File: config.mk
export PLATFORM = sky130hd
export DESIGN_NAME = ext_irq_edge_polarity_ctrl
export DESIGN_NICKNAME = d
export VERILOG_FILES = /design/src/hdl/ext_irq_pkg.sv /design/src/hdl/ext_irq_edge_polarity_ctrl.sv
export VERILOG_INCLUDE_DIRS = /design/src /design/src/hdl
export SDC_FILE = /design/constraint.sdc
export NUM_CORES = 1
export LEC_CHECK = 0
export ABC_AREA = 1
export CAP_MARGIN = 20
export CORE_ASPECT_RATIO = 1.75
export CORE_MARGIN = 8
export CORE_UTILIZATION = 38
export CTS_BUF_LIST = sky130_fd_sc_hd__clkbuf_8
export CTS_CLUSTER_SIZE = 28
export DETAILED_ROUTE_END_ITERATION = 12
export DONT_BUFFER_PORTS = 1
export GPL_ROUTABILITY_DRIVEN = 0
export PLACE_DENSITY = 0.62
export SLEW_MARGIN = 20
export SYNTH_ARGS = -nofsm -noshare
export SYNTH_HDL_FRONTEND = slang
export SYNTH_SLANG_ARGS = --single-unit
File: constraint.sdc
create_clock -name clk -period 3.11 [get_ports clk]
set_input_delay 0.7775 -clock clk [delete_from_list [all_inputs] [get_ports clk]]
set_output_delay 0.7775 -clock clk [all_outputs]
set_load 0.005 [all_outputs]
File: src/hdl/ext_irq_regs.svh
// Register offsets, field positions, reset values and sizes of the interrupt control block
`ifndef EXT_IRQ_REGS_SVH
`define EXT_IRQ_REGS_SVH

// Number of external interrupt pins and trap flags
`define EXT_IRQ_NUM 5
`define TRAP_NUM 4

// Register indices; byte address is four times the index
`define IDX_CTRL_ONE 12'h080
`define IDX_CTRL_TWO 12'h082
`define IDX_STATUS 12'h084
`define IDX_MASK 12'h086

// Control word one fields
`define NEST_DIS_BIT 15
`define FLAG_LSB 1
`define FLAG_MSB 4

// Control word two fields
`define ALT_VT_BIT 15
`define DISABLE_INSTRUCTION_ACTIVE_BIT 14
`define EP_LSB 0
`define EP_MSB 4

// Reset values
`define CTRL_ONE_RST 16'h0000
`define CTRL_TWO_RST 16'h0000
`define STATUS_RST 5'h00
`define MASK_RST 5'h00

`endif

File: src/hdl/ext_irq_pkg.sv
// Types shared by the interrupt control block
package ext_irq_pkg;

    // Register selected by a bus address
    typedef enum logic [2:0] {
        SEL_NONE,
        SEL_CTRL_ONE,
        SEL_CTRL_TWO,
        SEL_STATUS,
        SEL_MASK
    } reg_sel_t;

endpackage

File: src/hdl/ext_irq_edge_polarity_ctrl.sv
// Interrupt control registers with edge-polarity selection for five external interrupt pins
//
// Summary of operation
// - Bit 4 of control word two picks interrupt 4 edge: 1 negative, 0 positive.
// - Bit 3 of control word two picks interrupt 3 edge: 1 negative, 0 positive.
// - Bits 13 to 5 of control word two read zero; writes there ignored.
// - Both control words reset to zero on every reset.
//
// Design decision made here: register access over AHB-Lite.
`timescale 1ns/1ps
`include "ext_irq_regs.svh"

module ext_irq_edge_polarity_ctrl
    import ext_irq_pkg::*;
(
    input wire logic clk,
    input wire logic rst,
    input wire logic hsel,
    input wire logic [31:0] haddr,
    input wire logic [1:0] htrans,
    input wire logic hwrite,
    input wire logic [2:0] hsize,
    input wire logic [31:0] hwdata,
    input wire logic hready,
    output logic [31:0] hrdata,
    output logic hreadyout,
    output logic hresp,
    input wire logic [`EXT_IRQ_NUM-1:0] ext_irq_pin,
    input wire logic [`TRAP_NUM-1:0] trap_event,
    input wire logic disable_instruction_active,
    output logic nesting_disable,
    output logic alternate_vector_table_select,
    output logic ext_irq0_edge_polarity,
    output logic ext_irq1_edge_polarity,
    output logic ext_irq2_edge_polarity,
    output logic ext_irq3_edge_polarity,
    output logic ext_irq4_edge_polarity,
    output logic [`EXT_IRQ_NUM-1:0] ext_irq_event,
    output logic irq
);

    // Address decode shared by read and write paths
    function automatic reg_sel_t decode_sel(input logic [31:0] addr);
        reg_sel_t sel;
        sel = SEL_NONE;
        if (addr[31:14] == 18'h00000 && addr[1:0] == 2'b00) begin
            case (addr[13:2])
                `IDX_CTRL_ONE: sel = SEL_CTRL_ONE;
                `IDX_CTRL_TWO: sel = SEL_CTRL_TWO;
                `IDX_STATUS: sel = SEL_STATUS;
                `IDX_MASK: sel = SEL_MASK;
                default: sel = SEL_NONE;
            endcase
        end
        return sel;
    endfunction

    // Register state
    logic nest_dis;
    logic [`FLAG_MSB:`FLAG_LSB] trap_flags;
    logic alt_vt;
    logic disable_instruction_active_q;
    logic [`EP_MSB:`EP_LSB] edge_pol;
    logic [`EXT_IRQ_NUM-1:0] status;
    logic [`EXT_IRQ_NUM-1:0] mask;

    // Reset images of both control words, picked apart per field below
    localparam logic [15:0] ctrl_one_rst = `CTRL_ONE_RST;
    localparam logic [15:0] ctrl_two_rst = `CTRL_TWO_RST;

    // Bus pipeline state
    logic wr_pend;
    reg_sel_t wr_sel;

    // Pin synchronisers and previous sampled level
    logic [`EXT_IRQ_NUM-1:0] pin_meta;
    logic [`EXT_IRQ_NUM-1:0] pin_sync;
    logic [`EXT_IRQ_NUM-1:0] pin_prev;

    // Address phase qualification
    wire addr_take = hsel & htrans[1] & hready;
    wire reg_sel_t cur_sel = decode_sel(haddr);
    wire rd_take = addr_take & ~hwrite;
    wire rd_status = rd_take & (cur_sel == SEL_STATUS);

    // Data phase write strobes
    wire wr_one = wr_pend & (wr_sel == SEL_CTRL_ONE);
    wire wr_two = wr_pend & (wr_sel == SEL_CTRL_TWO);
    wire wr_mask = wr_pend & (wr_sel == SEL_MASK);

    // Register images as software sees them
    wire [15:0] ctrl_one_img = {nest_dis, 10'h000, trap_flags, 1'b0};
    wire [15:0] ctrl_two_img = {alt_vt, disable_instruction_active_q, 9'h000, edge_pol};
    wire [31:0] rd_mux =
        (cur_sel == SEL_CTRL_ONE) ? {16'h0000, ctrl_one_img} :
        (cur_sel == SEL_CTRL_TWO) ? {16'h0000, ctrl_two_img} :
        (cur_sel == SEL_STATUS) ? {27'h0000000, status} :
        (cur_sel == SEL_MASK) ? {27'h0000000, mask} : 32'h00000000;

    // Per-pin edge detect steered by its polarity bit
    logic [`EXT_IRQ_NUM-1:0] pin_hit;
    genvar gi;
    generate
        for (gi = 0; gi < `EXT_IRQ_NUM; gi = gi + 1) begin : g_edge
            wire rise = pin_sync[gi] & ~pin_prev[gi];
            wire fall = ~pin_sync[gi] & pin_prev[gi];
            assign pin_hit[gi] = edge_pol[gi] ? fall : rise;
        end
    endgenerate

    // Sticky status: a read clears, a new edge in the same cycle wins
    wire [`EXT_IRQ_NUM-1:0] next_status = (rd_status ? 5'h00 : status) | pin_hit;
    wire next_irq = |(next_status & mask);

    // Trap flags: software may clear, a new trap wins
    wire [`FLAG_MSB:`FLAG_LSB] next_flags =
        (wr_one ? hwdata[`FLAG_MSB:`FLAG_LSB] : trap_flags) | trap_event;

    // Free-running synchroniser; the previous level tracks a high pin through reset, so no false edge
    always_ff @(posedge clk) begin
        pin_meta <= ext_irq_pin;
        pin_sync <= pin_meta;
        pin_prev <= pin_sync;
    end

    // Bus slave: zero wait states, always OKAY
    always_ff @(posedge clk) begin
        if (rst) begin
            hrdata <= 32'h00000000;
            hreadyout <= 1'b1;
            hresp <= 1'b0;
            wr_pend <= 1'b0;
            wr_sel <= SEL_NONE;
        end else begin
            wr_pend <= addr_take & hwrite;
            wr_sel <= cur_sel;
            if (rd_take) begin
                hrdata <= rd_mux;
            end
        end
    end

    // Control word one
    always_ff @(posedge clk) begin
        if (rst) begin
            nest_dis <= ctrl_one_rst[`NEST_DIS_BIT];
            trap_flags <= ctrl_one_rst[`FLAG_MSB:`FLAG_LSB];
        end else begin
            if (wr_one) begin
                nest_dis <= hwdata[`NEST_DIS_BIT];
            end
            trap_flags <= next_flags;
        end
    end

    // Control word two; bits 13 to 5 have no storage
    always_ff @(posedge clk) begin
        if (rst) begin
            alt_vt <= ctrl_two_rst[`ALT_VT_BIT];
            disable_instruction_active_q <= ctrl_two_rst[`DISABLE_INSTRUCTION_ACTIVE_BIT];
            edge_pol <= ctrl_two_rst[`EP_MSB:`EP_LSB];
        end else begin
            disable_instruction_active_q <= disable_instruction_active;
            if (wr_two) begin
                alt_vt <= hwdata[`ALT_VT_BIT];
                edge_pol <= hwdata[`EP_MSB:`EP_LSB];
            end
        end
    end

    // Status, mask and interrupt line
    always_ff @(posedge clk) begin
        if (rst) begin
            status <= `STATUS_RST;
            mask <= `MASK_RST;
            irq <= 1'b0;
            ext_irq_event <= 5'h00;
        end else begin
            status <= next_status;
            irq <= next_irq;
            ext_irq_event <= pin_hit;
            if (wr_mask) begin
                mask <= hwdata[`EXT_IRQ_NUM-1:0];
            end
        end
    end

    // Registered control outputs
    always_ff @(posedge clk) begin
        if (rst) begin
            nesting_disable <= 1'b0;
            alternate_vector_table_select <= 1'b0;
            ext_irq0_edge_polarity <= 1'b0;
            ext_irq1_edge_polarity <= 1'b0;
            ext_irq2_edge_polarity <= 1'b0;
            ext_irq3_edge_polarity <= 1'b0;
            ext_irq4_edge_polarity <= 1'b0;
        end else begin
            nesting_disable <= nest_dis;
            alternate_vector_table_select <= alt_vt;
            ext_irq0_edge_polarity <= edge_pol[0];
            ext_irq1_edge_polarity <= edge_pol[1];
            ext_irq2_edge_polarity <= edge_pol[2];
            ext_irq3_edge_polarity <= edge_pol[3];
            ext_irq4_edge_polarity <= edge_pol[4];
        end
    end
endmodule

==> results.md, run 1 <==
* Initial core utilization at 38.39%
* Synth Area in Adders at 0%
* Tmin final at 1.882 ns
* Routed vias at 2,043
* IO buf count at 0
* Layout cells sized above 1 at 8.215%
* Synth cell count leaders: dfxtp_1 (61), nor2_1 (59), nand2_1 (47), inv_1 (43), buf_4 (27)
* Yosys cell types at 25
* RSZ-0062 raised after global routing: false
* Compound-gate portion of the synthesized area at between 10 and 15%
* Tightest Pin Transition at 0.5599 ns
* DR iter-0 viols at 81
* Arr. time, crit path at 2.15 ns
* Ys flop type: dfxtp_1
* Period utilisation layout at 60.50%
* GRT overflow at 0
* TNS Setup at 0 ns
* Post-Route WL at ~6.0 mm
* Clock buffer depth at 2
* Critical path required time at 3.38 ns
* Min-Delay Startpoint: pin_meta[1]$_DFF_P_
* Mapped Avg Cell Area at 7.540 um^2
* DP Wirelength at 4.674 mm
* Final setup vio count at 0
* Max-slew violation count at 0
* Worst hold path endpoint: pin_sync[1]$_DFF_P_
* Crit path kind: primary input to flop
* Area share of xor/xnor cells in the synthesized design at 0%
* # Post-CTS Setup Buffers at 0
* Most numerous cell in the Yosys netlist: dfxtp_1
* Largest net degree at the start of global routing at 26
* Min-Delay Path Class: flop to flop
* Post_cts resized at 0
* Mapped cell area at 2594 um^2
* Max Fclk at 531.4 MHz
* Cts-stage hold buffer count at 0
* Power Dens Cells at 627.6 nW/um^2
* Crit Path Max Fanout at 9
* Top post-synthesis cells by area: dfxtp_1 (47%), nor2_1 (8.5%), buf_4 (7.8%)
* Status: completed
* CP cell instances: nor2_1 > nand2_1 > nor2_1 > nand3_2 > nor2_2 > nand3_2 > nand3_1 > nand4_1 > a21oi_1
* Post-synth EDFFs at 0
* Cts bufs inserted at 9
* Slack of the critical path at 1.228 ns
* P_leak at between 1 and 1.5 nW
* Number of antenna violations at the first check in global routing at 0
* Inserted Diodes at 0
* Top cell type by total area after synthesis: dfxtp_1
* Flops & latches, synth at 61
* Cell family with most CP delay: simple AND/OR/NAND/NOR gates
* First-pass GRT wire length at 9.404 mm
* DRC Markers at 0
* Routed len/inst at between 10 and 15 um
* CTS H-tree lvls at 3
* Ys async rst share at 0%
* WP buf/inv at 0
* Slowest stage delay, CP at 0.23 ns
* CTS root buffer: clkbuf_8
* Slew HR at 62.63%
* Share of the yosys chip area belonging to registers at 47.08%
* Routed Antenna Nets at 0
* Syn. warnings at 0
* Layout Skew at 0.01137 ns
* Nets at 432
* Reg2Reg Launch Point: wr_pend$_SDFF_PP0_
* Yosys top cell area share at 47.08%
* Pre-Repair DR Iteration Count at 4
* Post-Place Worst Slack at 0.8673 ns
* CP max-delay cell: nand3_2
* Gr usage total at 12.43%
* I/O Pins at 131
* Hold depth at 0
* Reg2reg setup slack at roughly 1.8 ns
* Site Rows at 40
* Max cap viols at 0
* Die area at a little under 10,000 um^2
* P&R area growth vs syn at 9.407%
* CP Launch Type: primary input
* Hold Fails Final Rpt at 0
* Mapped Cells at 344
* Maximum vdd drop at about 0.2 mV
* Largest family of logic cells by synthesized area: simple AND/OR/NAND/NOR gates
* Vias per inst at 4.675
* Kind of end point of the critical path: flop
* Core area at 6756 um^2
* Clk sinks at 61
* FF-to-FF path depth at 5
* Post-Synth Simple-Gate Area at 26.00%
* Number of global-route vias before repair at 2,038
* Post-synthesis mux area share at 0%
* Die Span Y at ~130 um
* Worst-skew pair later-pin latency at around 0.34 ns
* CTS tree: done
* FF-to-FF End: alt_vt$_SDFFE_PP0P_
* Clk slew on worst S/H paths at 0.06 ns
* Die W at 78.45 um
-- where the power goes --
| part | total (mW) | leakage, nW | switching [mW] | internal, mW |
|---|---|---|---|---|
| logic | 0.0657 | 0.660 | 0.0439 | 0.0218 |
| clock network | 0.898 | 0.134 | 0.303 | 0.595 |
| registers | 0.817 | 0.501 | 0.0111 | 0.806 |
| total | 1.78 | 1.30 | 0.358 | 1.42 |
-- cell usage in the layout (no fill, tap or decap), types with 3 or more instances in the layout --
cell        n
nand3_1    23
inv_1      44
o211ai_1    3
dfxtp_1    61
bufinv_16   3
o21ai_0    23
o31ai_1     4
a21oi_1    22
nor2_2      3
nand2_1    47
nor2_1     59
conb_1     27
clkbuf_8   12
nor3_1      5
-- cells by family (layout without fill, tap and decap cells) --
group                  count (synthesis)  count (layout)
flip-flops                            61              61
other                                  2              27
AO/OA/AOI/OAI                         54              54
buffers and inverters                 79              63
AND/OR/NAND/NOR                      148             148
-- worst max path at each step --
stage	start	end	slack, ns	cells past startpoint
2_1_floorplan	haddr[29]	irq$_SDFF_PP0_	1.14	12
3_3_place_gp	haddr[29]	hrdata[0]$_SDFFE_PP0P_	0.89	9
3_5_place_dp	haddr[29]	hrdata[0]$_SDFFE_PP0P_	0.87	9
4_1_cts	haddr[29]	hrdata[0]$_SDFFE_PP0P_	1.23	9
5_1_grt	haddr[29]	hrdata[0]$_SDFFE_PP0P_	1.07	9
6_report	haddr[29]	hrdata[0]$_SDFFE_PP0P_	1.23	9
-- metal layers --
metal / wire [um] / up-vias / global-route usage [%]
met5: 0 / - / 0
met4: 221 / 0 / 9.989
met3: 459 / 18 / 4.161
met2: 3128 / 85 / 21.91
met1: 2166 / 899 / 11.01
li1: - / 1041 / -
-- through the flow --
stage / area, um^2 / hold WS (ns) / utilization, % / power (mW) / cells
after global placement: 2579 / 0.3109 / 38.17 / 0.8984 / 421
final: 2838 / 0.3259 / 42.00 / 1.781 / 437
after global routing: 2838 / 0.3357 / 42.00 / 1.843 / 437
after floorplan: 2688 / 0.3096 / - / 0.9160 / 369
after detailed placement: 2579 / 0.3121 / 38.17 / 0.9003 / 421
after CTS: 2838 / 0.3261 / 42.00 / 1.798 / 437
-- registers in the layout, summed over array words and instances, names as in the netlist --
name                           count
wr_sel                             3
edge_pol                           5
nesting_disable                    1
ext_irq1_edge_polarity             1
alt_vt                             1
wr_pend                            1
mask                               5
disable_instruction_active_q       1
pin_meta                           5
ext_irq3_edge_polarity             1
ext_irq_event                      5
status                             5
nest_dis                           1
pin_prev                           5
pin_sync                           5
ext_irq0_edge_polarity             1
trap_flags                         4
ext_irq4_edge_polarity             1
ext_irq2_edge_polarity             1
irq                                1
hrdata                             7
alternate_vector_table_select      1
-- layout make-up --
class	count	area (um^2)
well taps	84	105.1
clock buffers	12	165.2
clock inverters	4	93.84
inverters	45	168.9
fillers	720	3919
flip-flops and latches	61	1221
repair buffers	2	15.01
multi-input cells	229	1069
(Power assumes the default switching activity.)
==> run 2: changes to the inputs <==
--- a/config.mk
+++ b/config.mk
@@ -16,7 +16,7 @@
 export DETAILED_ROUTE_END_ITERATION = 12
 export DONT_BUFFER_PORTS = 1
 export GPL_ROUTABILITY_DRIVEN = 0
-export PLACE_DENSITY = 0.62
+export PLACE_DENSITY = 0.64
 export SLEW_MARGIN = 20
 export SYNTH_ARGS = -nofsm -noshare
 export SYNTH_HDL_FRONTEND = slang
==> constraint.sdc (replaced) <==
create_clock -name clk -period 1.7 [get_ports clk]
set_input_delay 0.425 -clock clk [delete_from_list [all_inputs] [get_ports clk]]
set_output_delay 0.425 -clock clk [all_outputs]
set_load 0.005 [all_outputs]
==> results.md, run 2 (same netlist as run 1, synthesis figures left out) <==
* Hold Fails Final Rpt at 0
* Die area at 9829 um^2
* P&R area growth vs syn at 12.64%
* Slew HR at 66.74%
* Worst-skew pair later-pin latency at 0.34 ns
* Layout Skew at 0.005127 ns
* Worst path most repeated cell: nor2_1
* Initial core utilization at 38.39%
* Die Span Y at 125.3 um
* WHS at 0.1093 ns
* Inserted Diodes at 0
* Gr usage total at between 10% and 20%
* Number of global-route vias before repair at between 2,000 and 2,500
* I/O Pins at 131
* CP max-delay cell: nor2_1
* Power Dens Cells at just under 1000 nW/um^2
* CTS root buffer: clkbuf_8
* Vias per inst at 4.689
* CP Launch Type: primary input
* DR iter-0 viols at 116
* Routed Antenna Nets at 0
* Max-slew violation count at 0
* CTS tree: done
* First-pass GRT wire length at 9.977 mm
* Status: completed
* Site Rows at 40
* Tmin final at between 1 and 1.5 ns
* Number of flip-flops in the largest register at 7
* Clock buffer depth at 2
* Largest reg by FF count: hrdata
* Core area at 6756 um^2
* DP Wirelength at 4.888 mm
* Post-Route WL at 6.224 mm
* Slowest stage delay, CP at 0.18 ns
* Die W at 78.45 um
* Most common cell after layout, fill and taps aside: dfxtp_1
* P_leak at 1.368 nW
* Layout Cells excl Fill at 456
* Max Fclk at ~700 MHz
* Clk slew on worst S/H paths at about 0.060 ns
* IO buf count at 0
* # Post-CTS Setup Buffers at 0
* CP cell instances: nor2_1 > nand2_1 > nor2_1 > nand3_2 > buf_4 > buf_4 > nor2_1 > nand3_1 > nand4_1 > a21oi_1
* Tightest Pin Transition at 0.4970 ns
* Routed len/inst at 13.65 um
* Placed Instances at 441
* Layout cells sized above 1 at 12.37%
* Critical path required time at 1.93 ns
* Largest net degree at the start of global routing at 26
* Cts-stage hold buffer count at 0
* Most frequent cells in the layout: dfxtp_1 (61), nor2_1 (59), nand2_1 (47)
* Maximum vdd drop at 0.3893 mV
* Post_cts resized at 0
* CTS H-tree lvls at 3
* Routed vias at 2,138
* Nets at 452
* Crit Path Max Fanout at 4
* DRC Markers at 0
* Period utilisation layout at 84.59%
* Pre-Repair DR Iteration Count at 4
* Number of antenna violations at the first check in global routing at 0
* GRT overflow at 0
* Max cap viols at 0
* Kind of end point of the critical path: flop
* Arr. time, crit path at 1.66 ns
* Clk sinks at 61
* Min-Delay Path Class: primary input to flop
* Cts bufs inserted at 9
* Final setup vio count at 0
* RSZ-0062 raised after global routing: false
* Crit path kind: primary input to flop
-- run 2: changes by cell type in the layout (fill, tap and decap cells not counted), sizes merged --
cell    previous run  this run
buf                2        22
bufinv             3         1
inv               46        48
clkbuf            12        11
-- run 2: where the power goes --
group	internal, mW	leakage (nW)	switching [mW]
clock	0.733	0.109	0.514
sequential	1.48	0.501	0.0210
combinational	0.0500	0.758	0.0846
-- run 2: critical path: cells and delay by family --
kind / cells / cell delay, ns
AO/OA/AOI/OAI: 1 / 0.08
buffers and inverters: 2 / 0.31
AND/OR/NAND/NOR: 7 / 0.84
-- run 2: worst paths after layout --
kind         slack (ns)                 start                       end  cells after the start
max reg2reg        0.46  wr_sel[0]$_SDFF_PP0_  trap_flags[1]$_SDFF_PP0_                      6
min reg2reg        0.33   pin_meta[1]$_DFF_P_       pin_sync[1]$_DFF_P_                      0
min                0.11        ext_irq_pin[4]       pin_meta[4]$_DFF_P_                      0
max                0.26             haddr[27]    hrdata[0]$_SDFFE_PP0P_                     10
-- run 2: per-layer routing --
metal	part of all wire (%)	wire [um]	global-route usage [%]
met3	8.6	535	4.519
met2	53	3275	23.77
met1	35	2201	11.36
met4	3.4	212	8.452
met5	0	0	0
-- run 2: metrics by stage --
stage / total power, mW / utilization (%) / area (um^2) / worst slack [ns] / setup TNS (ns)
floorplan: 1.676 / - / 2688 / 0.08330 / 0
finish: 2.878 / 43.24 / 2922 / 0.2620 / 0
detailed placement: 1.660 / 40.39 / 2729 / -0.1315 / -0.4176
CTS: 2.898 / 43.24 / 2922 / 0.2257 / 0
global route: 2.986 / 43.24 / 2922 / 0.09773 / 0
global placement: 1.656 / 40.39 / 2729 / -0.1125 / -0.1739
-- run 2: cell type report --
type	instances	area [um^2]
fillers	728	3835
flip-flops and latches	61	1221
multi-input cells	229	1069
inverters	45	168.9
repair buffers	22	165.2
clock buffers	11	151.4
well taps	84	105.1
clock inverters	4	41.29
